`src/logic/pas_params.svh`:
```
// offsets, field positions, reset values and timing for the precharge supervisor
`ifndef PAS_PARAMS_SVH
`define PAS_PARAMS_SVH

// register byte offsets
`define PAS_OFS_CTRL      8'h00
`define PAS_OFS_PRESCALE  8'h04
`define PAS_OFS_STATUS    8'h08
`define PAS_OFS_INT_STAT  8'h0C
`define PAS_OFS_INT_MASK  8'h10

// control register fields
`define PAS_CTRL_SERVICE  0

// status register fields
`define PAS_ST_EXIT_LSB   0
`define PAS_ST_STAGE_LSB  4
`define PAS_ST_BUSY       8
`define PAS_ST_STATE_LSB  12

// interrupt status and mask bit positions
`define PAS_IRQ_DONE      0
`define PAS_IRQ_PFAULT    1
`define PAS_IRQ_MFAULT    2
`define PAS_IRQ_CALARM    3
`define PAS_IRQ_BALARM    4
`define PAS_IRQ_BITS      5

// reset values
`define PAS_CTRL_RESET    1'b0
`define PAS_MASK_RESET    5'h00

// timing: clock rate, tick period and the two timeouts
`define PAS_CLK_MHZ       40
`define PAS_TICK_US       1000
`define PAS_TICK_CYCLES   (`PAS_TICK_US * `PAS_CLK_MHZ)
`define PAS_TICKS_PER_S   (1000000 / `PAS_TICK_US)
`define PAS_ACK_TIME_S    1
`define PAS_SEQ_TIME_S    30
`define PAS_ACK_TICKS     (`PAS_ACK_TIME_S * `PAS_TICKS_PER_S)
`define PAS_SEQ_TICKS     (`PAS_SEQ_TIME_S * `PAS_TICKS_PER_S)
`define PAS_TCNT_W        16

`endif

```
`src/logic/pas_pkg.sv`:
```
// types shared by the precharge supervisor modules
package pas_pkg;

  // sequencer states, one-hot
  typedef enum logic [11:0] {
    PAS_IDLE   = 12'h001,
    PAS_VOLTS  = 12'h002,
    PAS_C1CLS  = 12'h004,
    PAS_BYOPN  = 12'h008,
    PAS_C2CLS  = 12'h010,
    PAS_C1OPN  = 12'h020,
    PAS_RSTW   = 12'h040,
    PAS_DIAG   = 12'h080,
    PAS_SYNC   = 12'h100,
    PAS_MAIN   = 12'h200,
    PAS_C2OPN  = 12'h400,
    PAS_DONE   = 12'h800
  } pas_fsm_t;

  // exit status codes
  typedef enum logic [3:0] {
    PAS_EX_NONE        = 4'h0,
    PAS_EX_SUCCESS     = 4'h1,
    PAS_EX_TIMEOUT     = 4'h2,
    PAS_EX_C1_CLOSE    = 4'h3,
    PAS_EX_BYP_OPEN    = 4'h4,
    PAS_EX_C2_CLOSE    = 4'h5,
    PAS_EX_C1_OPEN     = 4'h6,
    PAS_EX_WAIT_RESET  = 4'h7,
    PAS_EX_MAIN_USER   = 4'h8,
    PAS_EX_ENA_LOST_MC = 4'h9,
    PAS_EX_LOW_DC_MC   = 4'hA,
    PAS_EX_NO_VOLT_MC  = 4'hB,
    PAS_EX_C2_OPEN     = 4'hC,
    PAS_EX_USER_ABORT  = 4'hD
  } pas_exit_t;

endpackage : pas_pkg

```
`src/logic/pas_time_if.sv`:
```
// timer requests and expiry flags between sequencer and timebase
`timescale 1ns/10ps
interface pas_time_if;
  logic short_restart;
  logic long_restart;
  logic long_run;
  logic short_expired;
  logic long_expired;

  modport ctrl  (output short_restart, output long_restart,
                 output long_run, input short_expired,
                 input long_expired);
  modport timer (input short_restart, input long_restart,
                 input long_run, output short_expired,
                 output long_expired);
endinterface : pas_time_if

```
`src/logic/pas_supervisor.sv`:
```
// precharge contactor sequence supervisor with AHB-Lite registers
//
// Notes on behaviour
// - sequence stages not done in 30 s: timeout exit, stage recorded
// - first charge close unacked in 1 s: exit, precharge fault, alarm
// - bypass open unacked in 1 s: exit, fault, contactor, breaker alarm
// - second charge no close ack in 1 s or voltage drop: exit, alarm
// - first charge open unacked in 1 s: exit, fault, both alarms
// - second charge open unacked 1 s: exit, still closed, both alarms
// - medium voltage lost awaiting fault reset: wait-reset exit, fault
// - main input inhibited outside service mode: main-user-open exit
// - disable flag or low cell bus before main close: main-user-open
// - enable dropped awaiting main close: enable-lost exit and fault
// - low cell bus awaiting main close: low-dc exit, main fault
// - voltage under 80% awaiting main close: no-voltage exit, main fault
// - clean completion, service mode too: success exit, no fault
`timescale 1ns/10ps
`include "pas_params.svh"
module pas_supervisor
  import pas_pkg::*;
#(
  parameter logic [31:0] TICK_CYCLES = 32'(`PAS_TICK_CYCLES)
) (
  input  wire logic        clock,
  input  wire logic        reset,
  input  wire logic        hsel,
  input  wire logic [31:0] haddr,
  input  wire logic [1:0]  htrans,
  input  wire logic        hwrite,
  input  wire logic [2:0]  hsize,
  input  wire logic [31:0] hwdata,
  input  wire logic        hready,
  output logic             hreadyout,
  output logic [31:0]      hrdata,
  output logic             hresp,
  input  wire logic        precharge_enable_flag,
  input  wire logic        main_input_disable_flag,
  input  wire logic        mv_built_up,
  input  wire logic        medium_voltage_level_ok,
  input  wire logic        cell_low_dc_bus,
  input  wire logic        cell_diag_done,
  input  wire logic        fault_reset_done,
  input  wire logic        in_sync_relay,
  input  wire logic        first_charge_closed_ack,
  input  wire logic        bypass_open_ack,
  input  wire logic        second_charge_closed_ack,
  input  wire logic        main_input_closed_ack,
  output logic             first_charge_close_cmd,
  output logic             bypass_open_cmd,
  output logic             second_charge_close_cmd,
  output logic             main_input_close_cmd,
  output logic             precharge_fault,
  output logic             main_contactor_fault,
  output logic             contactor_alarm,
  output logic             breaker_opened_alarm,
  output logic             contactor_still_closed,
  output logic             event_pulse,
  output logic             irq
);

  typedef struct packed {
    pas_fsm_t  state;
    pas_exit_t exit_code;
    logic [3:0] stage;
    logic      pfault;
    logic      mfault;
    logic      calarm;
    logic      balarm;
    logic      still;
    logic      event_p;
    logic      service;
    logic [31:0] prescale;
    logic [`PAS_IRQ_BITS-1:0] int_stat;
    logic [`PAS_IRQ_BITS-1:0] int_mask;
    logic      a_wr;
    logic [7:0] a_addr;
    logic [31:0] rdata;
  } pas_state_t;

  pas_state_t cur_ff;
  pas_state_t nxt_cur;
  pas_time_if tmr ();

  // ends the attempt with one code and its fault and alarm indications
  function automatic pas_state_t finish(input pas_state_t s,
                                        input pas_exit_t  code,
                                        input logic       pf,
                                        input logic       mf,
                                        input logic       ca,
                                        input logic       ba,
                                        input logic       sc);
    pas_state_t r;
    r           = s;
    r.state     = PAS_DONE;
    r.exit_code = code;
    r.pfault    = pf;
    r.mfault    = mf;
    r.calarm    = ca;
    r.balarm    = ba;
    r.still     = sc;
    r.event_p   = 1'b1;
    return r;
  endfunction : finish

  // stage index reported with a sequence timeout
  function automatic logic [3:0] stage_of(input pas_fsm_t st);
    case (st)
      PAS_VOLTS: stage_of = 4'h1;
      PAS_C1CLS: stage_of = 4'h2;
      PAS_BYOPN: stage_of = 4'h3;
      PAS_C2CLS: stage_of = 4'h4;
      PAS_C1OPN: stage_of = 4'h5;
      default:   stage_of = 4'h0;
    endcase
  endfunction : stage_of

  logic       inhibit;
  logic       a_valid;
  logic       in_seq;
  logic [`PAS_IRQ_BITS-1:0] ev_bits;
  logic [`PAS_IRQ_BITS-1:0] clr_bits;

  // sequencer, register file and bus slave in one next-state process
  always_comb begin
    nxt_cur         = cur_ff;
    nxt_cur.event_p = 1'b0;
    inhibit = main_input_disable_flag && !cur_ff.service;
    in_seq  = 1'b0;
    case (cur_ff.state)
      PAS_IDLE: begin
        // a new attempt clears the previous outcome
        if (precharge_enable_flag) begin
          nxt_cur           = finish(cur_ff, PAS_EX_NONE,
                                     1'b0, 1'b0, 1'b0, 1'b0, 1'b0);
          nxt_cur.event_p   = 1'b0;
          nxt_cur.stage     = 4'h0;
          nxt_cur.state     = PAS_VOLTS;
        end
      end
      PAS_VOLTS, PAS_C1CLS, PAS_BYOPN, PAS_C2CLS, PAS_C1OPN: begin
        in_seq = 1'b1;
        if (!precharge_enable_flag) begin
          nxt_cur = finish(cur_ff, PAS_EX_USER_ABORT,
                           1'b1, 1'b0, 1'b0, 1'b0, 1'b0);
        end else if (cur_ff.state == PAS_VOLTS && inhibit) begin
          nxt_cur = finish(cur_ff, PAS_EX_MAIN_USER,
                           1'b1, 1'b0, 1'b0, 1'b0, 1'b0);
        end else if (tmr.long_expired) begin
          nxt_cur = finish(cur_ff, PAS_EX_TIMEOUT,
                           1'b1, 1'b0, 1'b0, 1'b0, 1'b0);
          nxt_cur.stage = stage_of(cur_ff.state);
        end else begin
          case (cur_ff.state)
            PAS_VOLTS: begin
              if (mv_built_up) nxt_cur.state = PAS_C1CLS;
            end
            PAS_C1CLS: begin
              if (first_charge_closed_ack) begin
                nxt_cur.state = PAS_BYOPN;
              end else if (tmr.short_expired) begin
                nxt_cur = finish(cur_ff, PAS_EX_C1_CLOSE,
                                 1'b1, 1'b0, 1'b1, 1'b0, 1'b0);
              end
            end
            PAS_BYOPN: begin
              if (bypass_open_ack) begin
                nxt_cur.state = PAS_C2CLS;
              end else if (tmr.short_expired) begin
                nxt_cur = finish(cur_ff, PAS_EX_BYP_OPEN,
                                 1'b1, 1'b0, 1'b1, 1'b1, 1'b0);
              end
            end
            PAS_C2CLS: begin
              if (second_charge_closed_ack) begin
                nxt_cur.state = PAS_C1OPN;
              end else if (tmr.short_expired) begin
                nxt_cur = finish(cur_ff, PAS_EX_C2_CLOSE,
                                 1'b1, 1'b0, 1'b1, 1'b0, 1'b0);
              end
            end
            default: begin
              // voltage must hold once the second charge path is acked
              if (!mv_built_up) begin
                nxt_cur = finish(cur_ff, PAS_EX_C2_CLOSE,
                                 1'b1, 1'b0, 1'b1, 1'b0, 1'b0);
              end else if (!first_charge_closed_ack) begin
                nxt_cur.state = PAS_RSTW;
              end else if (tmr.short_expired) begin
                nxt_cur = finish(cur_ff, PAS_EX_C1_OPEN,
                                 1'b1, 1'b0, 1'b1, 1'b1, 1'b0);
              end
            end
          endcase
        end
      end
      PAS_RSTW, PAS_DIAG, PAS_SYNC: begin
        if (!precharge_enable_flag) begin
          nxt_cur = finish(cur_ff, PAS_EX_USER_ABORT,
                           1'b1, 1'b0, 1'b0, 1'b0, 1'b0);
        end else if (inhibit) begin
          nxt_cur = finish(cur_ff, PAS_EX_MAIN_USER,
                           1'b1, 1'b0, 1'b0, 1'b0, 1'b0);
        end else if (cur_ff.state == PAS_RSTW) begin
          if (!mv_built_up) begin
            nxt_cur = finish(cur_ff, PAS_EX_WAIT_RESET,
                             1'b1, 1'b0, 1'b0, 1'b0, 1'b0);
          end else if (fault_reset_done) begin
            nxt_cur.state = PAS_DIAG;
          end
        end else if (cell_low_dc_bus) begin
          nxt_cur = finish(cur_ff, PAS_EX_MAIN_USER,
                           1'b1, 1'b0, 1'b0, 1'b0, 1'b0);
        end else if (cur_ff.state == PAS_DIAG) begin
          if (cell_diag_done) nxt_cur.state = PAS_SYNC;
        end else if (in_sync_relay) begin
          nxt_cur.state = PAS_MAIN;
        end
      end
      PAS_MAIN: begin
        // enable loss outranks the measurement faults
        if (!precharge_enable_flag) begin
          nxt_cur = finish(cur_ff, PAS_EX_ENA_LOST_MC,
                           1'b1, 1'b0, 1'b0, 1'b0, 1'b0);
        end else if (main_input_disable_flag) begin
          nxt_cur = finish(cur_ff, PAS_EX_MAIN_USER,
                           1'b1, 1'b0, 1'b0, 1'b0, 1'b0);
        end else if (cell_low_dc_bus) begin
          nxt_cur = finish(cur_ff, PAS_EX_LOW_DC_MC,
                           1'b0, 1'b1, 1'b0, 1'b0, 1'b0);
        end else if (!medium_voltage_level_ok) begin
          nxt_cur = finish(cur_ff, PAS_EX_NO_VOLT_MC,
                           1'b0, 1'b1, 1'b0, 1'b0, 1'b0);
        end else if (main_input_closed_ack) begin
          nxt_cur.state = PAS_C2OPN;
        end
      end
      PAS_C2OPN: begin
        if (!second_charge_closed_ack) begin
          nxt_cur = finish(cur_ff, PAS_EX_SUCCESS,
                           1'b0, 1'b0, 1'b0, 1'b0, 1'b0);
        end else if (tmr.short_expired) begin
          nxt_cur = finish(cur_ff, PAS_EX_C2_OPEN,
                           1'b1, 1'b0, 1'b1, 1'b1, 1'b1);
        end
      end
      PAS_DONE: begin
        // outcome holds until the enable is withdrawn
        if (!precharge_enable_flag) nxt_cur.state = PAS_IDLE;
      end
      default: begin
        nxt_cur.state = PAS_IDLE;
      end
    endcase

    // status events; a set in the clearing cycle wins
    ev_bits = {nxt_cur.balarm, nxt_cur.calarm, nxt_cur.mfault,
               nxt_cur.pfault, 1'b1} & {`PAS_IRQ_BITS{nxt_cur.event_p}};
    clr_bits = '0;

    // data phase write of the previous address phase
    if (cur_ff.a_wr) begin
      case (cur_ff.a_addr)
        `PAS_OFS_CTRL:     nxt_cur.service = hwdata[`PAS_CTRL_SERVICE];
        `PAS_OFS_PRESCALE: nxt_cur.prescale = hwdata;
        `PAS_OFS_INT_STAT: clr_bits = hwdata[`PAS_IRQ_BITS-1:0];
        `PAS_OFS_INT_MASK: nxt_cur.int_mask = hwdata[`PAS_IRQ_BITS-1:0];
        default: ;
      endcase
    end
    nxt_cur.int_stat = (cur_ff.int_stat & ~clr_bits) | ev_bits;

    // address phase: only whole-word transfers are decoded
    a_valid = hsel && htrans[1] && hready && (hsize == 3'h2);
    nxt_cur.a_wr   = a_valid && hwrite;
    nxt_cur.a_addr = haddr[7:0];
    nxt_cur.rdata  = 32'h0;
    if (a_valid && !hwrite) begin
      case (haddr[7:0])
        `PAS_OFS_CTRL:     nxt_cur.rdata[`PAS_CTRL_SERVICE] = cur_ff.service;
        `PAS_OFS_PRESCALE: nxt_cur.rdata = cur_ff.prescale;
        `PAS_OFS_STATUS: begin
          nxt_cur.rdata[`PAS_ST_EXIT_LSB +: 4]   = cur_ff.exit_code;
          nxt_cur.rdata[`PAS_ST_STAGE_LSB +: 4]  = cur_ff.stage;
          nxt_cur.rdata[`PAS_ST_BUSY] =
            (cur_ff.state != PAS_IDLE) && (cur_ff.state != PAS_DONE);
          nxt_cur.rdata[`PAS_ST_STATE_LSB +: 12] = cur_ff.state;
        end
        `PAS_OFS_INT_STAT: nxt_cur.rdata[`PAS_IRQ_BITS-1:0] = cur_ff.int_stat;
        `PAS_OFS_INT_MASK: nxt_cur.rdata[`PAS_IRQ_BITS-1:0] = cur_ff.int_mask;
        default: ;
      endcase
    end
  end

  // timer requests: restart the ack timer on every command change
  assign tmr.short_restart = (nxt_cur.state != cur_ff.state);
  assign tmr.long_restart  = (cur_ff.state == PAS_IDLE);
  assign tmr.long_run      = in_seq;

  pas_timebase u_timebase (
    .clock       (clock),
    .reset       (reset),
    .tick_cycles (cur_ff.prescale),
    .tm          (tmr)
  );

  // single state register; resets to constants only
  always_ff @(posedge clock or posedge reset) begin
    if (reset) begin
      cur_ff           <= '0;
      cur_ff.state     <= PAS_IDLE;
      cur_ff.exit_code <= PAS_EX_NONE;
      cur_ff.service   <= `PAS_CTRL_RESET;
      cur_ff.prescale  <= TICK_CYCLES;
      cur_ff.int_mask  <= `PAS_MASK_RESET;
    end else begin
      cur_ff <= nxt_cur;
    end
  end

  // contactor commands follow the registered stage
  always_comb begin
    first_charge_close_cmd  = 1'b0;
    bypass_open_cmd         = 1'b0;
    second_charge_close_cmd = 1'b0;
    main_input_close_cmd    = 1'b0;
    case (cur_ff.state)
      PAS_C1CLS: first_charge_close_cmd = 1'b1;
      PAS_BYOPN: begin
        first_charge_close_cmd = 1'b1;
        bypass_open_cmd        = 1'b1;
      end
      PAS_C2CLS: begin
        first_charge_close_cmd  = 1'b1;
        bypass_open_cmd         = 1'b1;
        second_charge_close_cmd = 1'b1;
      end
      PAS_C1OPN, PAS_RSTW, PAS_DIAG, PAS_SYNC: begin
        bypass_open_cmd         = 1'b1;
        second_charge_close_cmd = 1'b1;
      end
      PAS_MAIN: begin
        bypass_open_cmd         = 1'b1;
        second_charge_close_cmd = 1'b1;
        main_input_close_cmd    = 1'b1;
      end
      PAS_C2OPN: begin
        bypass_open_cmd      = 1'b1;
        main_input_close_cmd = 1'b1;
      end
      PAS_DONE: begin
        // only a clean finish keeps the main path closed
        main_input_close_cmd = (cur_ff.exit_code == PAS_EX_SUCCESS);
        bypass_open_cmd      = (cur_ff.exit_code == PAS_EX_SUCCESS);
      end
      default: ;
    endcase
  end

  // bus answers at once, always OKAY
  assign hreadyout = 1'b1;
  assign hresp     = 1'b0;
  assign hrdata    = cur_ff.rdata;

  assign precharge_fault        = cur_ff.pfault;
  assign main_contactor_fault   = cur_ff.mfault;
  assign contactor_alarm        = cur_ff.calarm;
  assign breaker_opened_alarm   = cur_ff.balarm;
  assign contactor_still_closed = cur_ff.still;
  assign event_pulse            = cur_ff.event_p;
  assign irq = |(cur_ff.int_stat & cur_ff.int_mask);

endmodule : pas_supervisor

```
`src/logic/pas_timebase.sv`:
```
// prescaled tick and the acknowledge and sequence timeout counters
`timescale 1ns/10ps
`include "pas_params.svh"
module pas_timebase
  import pas_pkg::*;
#(
  parameter int TCNT_W = `PAS_TCNT_W
) (
  input  wire logic        clock,
  input  wire logic        reset,
  input  wire logic [31:0] tick_cycles,
  pas_time_if.timer        tm
);

  typedef struct packed {
    logic [31:0]     pre;
    logic [TCNT_W-1:0] ack_cnt;
    logic [TCNT_W-1:0] seq_cnt;
  } pas_tb_state_t;

  localparam logic [TCNT_W-1:0] ACK_TICKS = TCNT_W'(`PAS_ACK_TICKS);
  localparam logic [TCNT_W-1:0] SEQ_TICKS = TCNT_W'(`PAS_SEQ_TICKS);

  pas_tb_state_t cur_ff;
  pas_tb_state_t nxt_cur;
  logic          tick;

  // free running prescaler; a zero setting is treated as one cycle
  always_comb begin
    nxt_cur = cur_ff;
    tick    = (cur_ff.pre + 32'h1 >= tick_cycles);
    nxt_cur.pre = tick ? 32'h0 : cur_ff.pre + 32'h1;
    // ack timer restarts at each command, saturates when expired
    if (tm.short_restart) begin
      nxt_cur.ack_cnt = '0;
    end else if (tick && cur_ff.ack_cnt < ACK_TICKS) begin
      nxt_cur.ack_cnt = cur_ff.ack_cnt + TCNT_W'(1);
    end
    // sequence timer only runs from the voltage build-up wait through the first charge open stage
    if (tm.long_restart || !tm.long_run) begin
      nxt_cur.seq_cnt = '0;
    end else if (tick && cur_ff.seq_cnt < SEQ_TICKS) begin
      nxt_cur.seq_cnt = cur_ff.seq_cnt + TCNT_W'(1);
    end
  end

  assign tm.short_expired = (cur_ff.ack_cnt >= ACK_TICKS);
  assign tm.long_expired  = (cur_ff.seq_cnt >= SEQ_TICKS);

  // single state register
  always_ff @(posedge clock or posedge reset) begin
    if (reset) begin
      cur_ff <= '0;
    end else begin
      cur_ff <= nxt_cur;
    end
  end

endmodule : pas_timebase

```
`config.mk`:
```
export PLATFORM = sky130hd
export DESIGN_NAME = pas_supervisor
export DESIGN_NICKNAME = d
export VERILOG_FILES = /design/src/logic/pas_pkg.sv /design/src/logic/pas_time_if.sv /design/src/logic/pas_supervisor.sv /design/src/logic/pas_timebase.sv
export VERILOG_INCLUDE_DIRS = /design/src /design/src/logic
export SDC_FILE = /design/constraint.sdc
export NUM_CORES = 1
export LEC_CHECK = 0
export BUFFER_PORTS_ARGS = -buffer_cell sky130_fd_sc_hd__buf_2
export CAP_MARGIN = 20
export CORE_MARGIN = 8
export CORE_UTILIZATION = 63
export DETAILED_ROUTE_END_ITERATION = 16
export PLACE_DENSITY = 0.86
export SLEW_MARGIN = 30
export SYNTH_ARGS = -nofsm -noshare
export SYNTH_HDL_FRONTEND = slang
export SYNTH_SLANG_ARGS = --single-unit
```
`constraint.sdc`:
```
create_clock -name clock -period 8.5 [get_ports clock]
set_clock_uncertainty 0.1 [all_clocks]
set_input_delay 0.85 -clock clock [delete_from_list [all_inputs] [get_ports clock]]
set_output_delay 0.85 -clock clock [all_outputs]
set_load 0.02 [all_outputs]
```
==> results of run 1 <==
[kinds of logic (layout without fill, tap and decap cells)]
group           count (synthesis)  count (layout)
compound gates                248             248
fa+ha+maj                      37              37
xor+xnor                       51              51
buf+inv                       156             214
other cells                     2               2
flops                         173             173
simple gates                  458             458
mux                             6               6
[metrics by stage]
| stage | utilization, % | instance area, sq um | instances | worst slack [ns] |
|---|---|---|---|---|
| floorplan | - | 10120 | 1131 | 2.871 |
| global placement | 66.73 | 10520 | 1371 | 3.649 |
| detailed placement | 66.73 | 10520 | 1371 | 3.468 |
| CTS | 70.70 | 11150 | 1403 | 3.435 |
| global route | 70.81 | 11170 | 1405 | 2.977 |
| finish | 70.81 | 11170 | 1405 | 3.354 |
[worst min-delay path: stages (launching register included)]
cell and delay [ns]:
dfrtp_1 0.37, inv_1 0.05, nor2_1 0.04
[power breakdown]
group	switching [mW]	internal (mW)	total [mW]
Clock	0.373	0.449	0.822
Combinational	0.281	0.129	0.410
Sequential	0.0384	0.845	0.883
Total	0.693	1.42	2.12
[path summary, 6_finish.rpt]
path | from | end
max in group asynchronous | reset | breaker_opened_alarm
worst max register to register | u_timebase.cur_ff[35] | u_timebase.cur_ff[10]
worst min-delay path | u_timebase.cur_ff[26] | u_timebase.cur_ff[26]
min in group asynchronous | reset | hrdata[7]
worst max-delay path | u_timebase.cur_ff[35] | u_timebase.cur_ff[10]
worst min register to register | u_timebase.cur_ff[26] | u_timebase.cur_ff[26]
[cell usage after synthesis, types with 4 or more instances]
cell / count / area [sq um]
ha_1: 37 / 462.9
nor2b_1: 41 / 256.5
nor4bb_1: 4 / 40.04
a221oi_1: 4 / 35.03
a22oi_1: 24 / 180.2
a21o_1: 5 / 37.54
nor4_2: 4 / 50.05
nor2_1: 88 / 330.3
buf_4: 34 / 255.2
mux2_2: 4 / 45.04
xnor2_1: 29 / 254.0
o21ai_0: 88 / 440.4
o31ai_1: 4 / 30.03
and2_1: 9 / 56.30
nor4_1: 8 / 50.05
a31oi_1: 14 / 87.58
and4_1: 8 / 70.07
inv_1: 68 / 255.2
or4b_2: 5 / 50.05
a41oi_1: 4 / 35.03
buf_2: 7 / 35.03
xor2_1: 22 / 192.7
nand2b_1: 6 / 37.54
clkbuf_1: 42 / 157.7
a211oi_1: 5 / 37.54
nand2_1: 114 / 427.9
or3_1: 7 / 43.79
or4_1: 8 / 60.06
nand4_1: 29 / 181.4
dfrtp_1: 167 / 4179
a21oi_1: 50 / 250.2
dfstp_2: 6 / 157.7
nor3_1: 33 / 165.2
nand3_1: 43 / 215.2
nor4b_1: 9 / 78.83
a22o_1: 6 / 52.55
o21a_1: 5 / 37.54
and3_1: 24 / 150.1
[area by class of cell]
type                            count  area, sq um  share of cell area (%)
Inverter                           68        262.8                   2.353
Multi-Input combinational cell    802         5074                   45.43
Timing Repair Buffer              114        598.1                   5.356
Clock buffer                       17        425.4                   3.810
Clock inverter                     15        200.2                   1.793
Sequential cell                   173         4337                   38.83
Tap cell                          216        270.3                   2.420
[metal layers]
metal	wire length [microns]	vias up	global-route usage [%]
met5	0	-	0
met2	13550	510	46.19
li1	-	4082	-
met4	987	0	10.96
met3	2820	90	6.711
met1	11780	4330	37.11
==> metrics.yaml, run 1 <==
final_layout:
  diodes: 0
  finalNetCount: 1299
  layout_common_cells: "dfrtp_1 (167), nand2_1 (114), buf_2 (103)"
  drive_gt1_share_pct: 15.31
  largest_reg_flops: 71
  syn2layout_area_growth_pct: 10.38
  fillers: 1243
  final_common_cell: "dfrtp_1"
  regMostFlops: "cur_ff"
synth:
  synth.avg_cell_area_sq_um: 8.945
  yosysWarnings: 0
  synthesis.area_sq_um: 10120
  synth-seq-area-share_pct: 42.86
  synth_compound_area_share_pct: 15.73
  ys_seq_elements: 173
  synthSimpleGateAreaFrac_pct: 24.41
  synth_top_family_by_area: "simple AND/OR/NAND/NOR gates"
  synth-edff-count: 0
  syn_inst: 1131
  syn_nets: 1254
  async_reset_ff_share_pct: 100.0
  yosys-mux-area-fraction_pct: 0.6431
  ys.flop_type: "dfrtp_1"
  ys_types: 79
  synthAdderAreaFrac_pct: 4.576
  yosys.area_share.xor_xnor_pct: 4.415
setup_path:
  crit_chain: "and3_1 > and4_1 > and3_1 > and3_1 > and3_1 > nand3_1 > xnor2_1 > ha_1 > nand2_1 > nor3_1 > nor3b_1 > a211o_1 > nand3_1 > or4b_2 > a21oi_1"
  slowest_delay_ns: 0.69
  cpLargestDelayFamily: "simple AND/OR/NAND/NOR gates"
  reg2reg_setup_slack_ns: 3.35
  crit_path_start_kind: "register"
  crit_top_cell: "and3_1"
  crit_type: "register to register"
  crit_cells: 15
  worstPathBufferInverterCount: 0
  crit_arrival_ns: 5.41
  end_kind: "register"
  critPathSlowestCell: "or4b_2"
  r2r_cells: 15
  cp.required_ns: 8.76
  crit_fanout: 22
timing:
  tightest_slew_ns: 0.8648
  hold_viol: 0
  final_max_slew_viol_count: 0
  hold_ws_ns: 0.3895
  max_slew_margin_pct: 42.35
  setup_viol: 0
  tns_ns: 0
  rsz0062_at_grt: "false"
  max_freq_ghz: 0.1943
  final.min_clock_period_ns: 5.146
  period_share_pct: 60.54
floorplan:
  die_h_microns: 142.7
  die_area_sq_um: 20370
  die_w_microns: 142.7
  start_util_pct: 64.15
  design.core.area_sq_um: 15770
  placementRows: 46
  ios: 131
routing:
  drtIter0Drc: 1057
  wl_microns: 29130
  post_drt_wl_per_cell_microns: 20.74
  num_vias: 9012
  dr.pass1.iters: 5
  vias_per_cell: 6.414
  drc: 0
  detail-route-antenna-nets: 0
cts:
  clk_pin_slew_ns: 0.07
  cts_resized: 0
  cts_setup_buffers: 0
  holdBufCountCts: 0
  cts_buffers: 17
  cts_tree: "done"
  worstSkewPairLatency_ns: 0.44
  cts_max_level: 4
  root_buffer: "clkbuf_16"
  clockBufferDepth: 2
  clock-sinks: 173
power_and_ir_drop:
  powerDensity_nw_per_um2: 189.4
  leakage_nw: 5.362
  ir_drop_v: 0.0001593
  total_power_mw: 2.115
status:
  status: "finished clean"
placed_design:
  dpl.hpwl_microns: 20680
  globalplace.congestion: 0.9829
  io_buffers: 103
global_route:
  grt_pass1_vias: 8703
  track_usage_pct: 28.77
  grt_pass1_wl_microns: 45820
  grt_overflow: 0
  grt_max_degree: 110
  antenna_found_initial: 0
worst_hold_path:
  min_path_type: "register to register"
  whs_path_depth: 2
flow_run:
  cap_violations: 0
(Power assumes the default switching activity.)
==> inputs of run 2 (changes only) <==
--- a/config.mk
+++ b/config.mk
@@ -6,12 +6,13 @@
 export SDC_FILE = /design/constraint.sdc
 export NUM_CORES = 1
 export LEC_CHECK = 0
+export ABC_AREA = 1
 export BUFFER_PORTS_ARGS = -buffer_cell sky130_fd_sc_hd__buf_2
 export CAP_MARGIN = 20
 export CORE_MARGIN = 8
-export CORE_UTILIZATION = 63
+export CORE_UTILIZATION = 59
 export DETAILED_ROUTE_END_ITERATION = 16
-export PLACE_DENSITY = 0.86
+export PLACE_DENSITY = 0.81
 export SLEW_MARGIN = 30
 export SYNTH_ARGS = -nofsm -noshare
 export SYNTH_HDL_FRONTEND = slang
==> constraint.sdc (replaced) <==
create_clock -name clock -period 4.76 [get_ports clock]
set_clock_uncertainty 0.1 [all_clocks]
set_input_delay 0.476 -clock clock [delete_from_list [all_inputs] [get_ports clock]]
set_output_delay 0.476 -clock clock [all_outputs]
set_load 0.02 [all_outputs]
==> run 2 against run 1 <==
  * Clock power up 59%
  * Sequential share of layout area shrank 2.2 points
  * Via count increased by 6.9%
  * Count of clock-buffer cells in the layout is 4 higher
  * Register-to-register slack worse by 3.0 ns
  * Design area is 6.0% higher
  * Worst hold slack got worse by 0.38 ns
  * Non-clock buffer count is 1 lower
  * Critical endpoint is now u_timebase.cur_ff[11]
==> metrics.yaml, run 2 <==
status:
  status: "finished clean"
setup_path:
  crit_fanout: 12
  critPathSlowestCell: "dfrtp_1"
  crit_top_cell: "nand2_1"
  setup.worst_path.end: "u_timebase.cur_ff[11]"
  crit_cells: 24
  r2r-end: "u_timebase.cur_ff[11]"
  worstPathBufferInverterCount: 3
  crit_chain: "and3_1 > nand2_1 > nor2_2 > nand3_1 > or2_1 > nor2_4 > nand2_1 > nor2_4 > nand3_2 > nor2_1 > xor2_1 > inv_1 > ha_1 > a21oi_1 > o21ai_0 > a21oi_1 > o21a_1 > nand3_2 > nand2_2 > clkinvlp_4 > buf_4 > nand2_1 > nand2_1 > nor3b_1"
  crit_type: "register to register"
  r2r_cells: 24
  cpLargestDelayFamily: "simple AND/OR/NAND/NOR gates"
  cp.required_ns: 4.95
  crit_path_start_kind: "register"
  slowest_delay_ns: 0.39
  reg2reg_setup_slack_ns: 0.38
  worst_r2r_startpoint: "u_timebase.cur_ff[32]"
  crit_arrival_ns: 4.57
  cp-startpoint: "u_timebase.cur_ff[32]"
  end_kind: "register"
synth:
  async_reset_ff_share_pct: 100.0
  synth_area_leaders: "dfrtp_1 (39%), nand2_1 (9.8%), inv_1 (6.9%)"
  ys_types: 55
  netlist_top_cells_count: "nand2_1 (279), inv_1 (198), nor2_1 (183), dfrtp_1 (167), a21oi_1 (84)"
  syn_nets: 1531
  synth-seq-area-share_pct: 40.51
  yosysTopAreaCell: "dfrtp_1"
  synth-edff-count: 0
  synthDominantCellAreaShare_pct: 39.04
  yosysWarnings: 0
  ys_seq_elements: 173
  ys.flop_type: "dfrtp_1"
  syn_inst: 1408
  synth.most_common_cell: "nand2_1"
  synthesis.area_sq_um: 10710
  synth.avg_cell_area_sq_um: 7.603
routing:
  num_vias: 9632
  m1WireLength_microns: 12280
  wl_met3_microns: 1977
  post_drt_wl_per_cell_microns: 16.84
  dr.pass1.iters: 6
  routed.top_layer: "met4"
  vias_per_cell: 5.597
  dr_wl_met2_microns: 13740
  drc: 0
  drtIter0Drc: 732
  detail-route-antenna-nets: 0
  wl_microns: 28980
floorplan:
  die_area_sq_um: 22710
  placementRows: 49
  ios: 131
  design.core.area_sq_um: 17900
  die_w_microns: 150.7
  start_util_pct: 59.80
  die_h_microns: 150.7
cts:
  cts_max_level: 4
  clock-sinks: 173
  clockBufferDepth: 2
  clk_pin_slew_ns: 0.07
  cts_buffers: 17
  worstSkewPairLatency_ns: 0.43
  root_buffer: "clkbuf_16"
  cts_tree: "done"
  holdBufCountCts: 0
power_and_ir_drop:
  leakage_nw: 6.150
  ir_drop_v: 0.0003099
  powerDensity_nw_per_um2: 311.5
timing:
  period_share_pct: 91.94
  final.min_clock_period_ns: 4.376
  final_max_slew_viol_count: 0
  rsz0062_at_grt: "false"
  setup_viol: 0
  hold_ws_ns: 0.009470
  tns_ns: 0
  hold_viol: 0
  max_freq_ghz: 0.2285
  layout_setup_ws_ns: 0.3836
  max_slew_margin_pct: 41.09
  tightest_slew_ns: 0.8827
final_layout:
  drive_gt1_share_pct: 16.76
  largest_reg_flops: 71
  fillers: 1535
  final_common_cell: "nand2_1"
  syn2layout_area_growth_pct: 10.62
  finalNetCount: 1602
  regMostFlops: "cur_ff"
  fin_cells: 1721
  multi_input_area_sq_um: 5255
  diodes: 0
  regArea_sq_um: 4337
  layout_common_cells: "nand2_1 (278), inv_1 (196), nor2_1 (183)"
global_route:
  antenna_found_initial: 0
  grt_pass1_wl_microns: 46420
  track_usage_pct: 25.79
  grt_max_degree: 174
  grt_overflow: 0
  grt_pass1_vias: 9395
placed_design:
  dpl.hpwl_microns: 21900
  dp_slack_ns: 0.1349
  globalplace.congestion: 0.9529
  dp.cells: 1686
  io_buffers: 103
flow_run:
  cap_violations: 0
worst_hold_path:
  min_path_type: "input pin to asynchronous set/reset pin"
run 2: worst min path at each step:
stage	from	endpoint	slack [ns]	cells past startpoint
after floorplan	u_timebase.cur_ff[32]	u_timebase.cur_ff[32]	0.35	1
after global placement	cur_ff[52]	cur_ff[52]	0.37	2
after detailed placement	cur_ff[52]	cur_ff[52]	0.38	2
after CTS	haddr[1]	cur_ff[33]	0.04	1
after global routing	reset	cur_ff[37]	0.04	3
final	reset	cur_ff[39]	0.009	3
run 2: cell families (layout without fill, tap and decap cells):
family                   Yosys count  count (layout)  share of synthesized area (%)
buffers and inverters            270             354                          10.85
AND/OR/NAND/NOR                  710             710                          31.57
flip-flops                       173             173                          40.51
AO/OA/AOI/OAI                    180             180                          9.736
other                              2               2                        0.07015
adder cells (fa/ha/maj)           37              37                          4.324
XOR/XNOR                          36              36                          2.945
run 2: report_power, final:
group | total, mW | internal [mW] | switching (mW)
registers | 1.59 | 1.53 | 0.0595
logic | 0.796 | 0.225 | 0.571
clock network | 1.31 | 0.702 | 0.604
run 2: cell type report:
cell class / count / area share [%]
timing repair buffer: 113 / 5.261
sequential: 173 / 36.62
inverter: 209 / 6.709
multi-input combinational: 965 / 44.37
tap: 229 / 2.419
clock inverter: 11 / 0.7290
clock buffer: 21 / 3.888
run 2: stage by stage:
step / instance area [sq um] / total power [mW] / utilization (%)
CTS: 11770 / 3.695 / 65.73
finish: 11840 / 3.689 / 66.15
global placement: 11220 / 2.385 / 62.67
floorplan: 10710 / 2.165 / -
detailed placement: 11220 / 2.394 / 62.67
global route: 11840 / 3.852 / 66.15
run 2: routing by layer:
layer,vias up,track usage (%)
li1,4645,-
met1,4546,33.05
met3,76,4.208
met2,365,42.26
met5,-,0
met4,0,11.63
run 2: timing repair:
item                                    in CTS  in global routing
buffers inserted                             0                  2
endpoints found under the setup margin       0                 24
gates resized for setup                      0                  5
run 2: tightest hold or removal path: stages:
cell	delay [ns]
buf_2	0.12
clkinvlp_4	0.07
buf_12	0.27
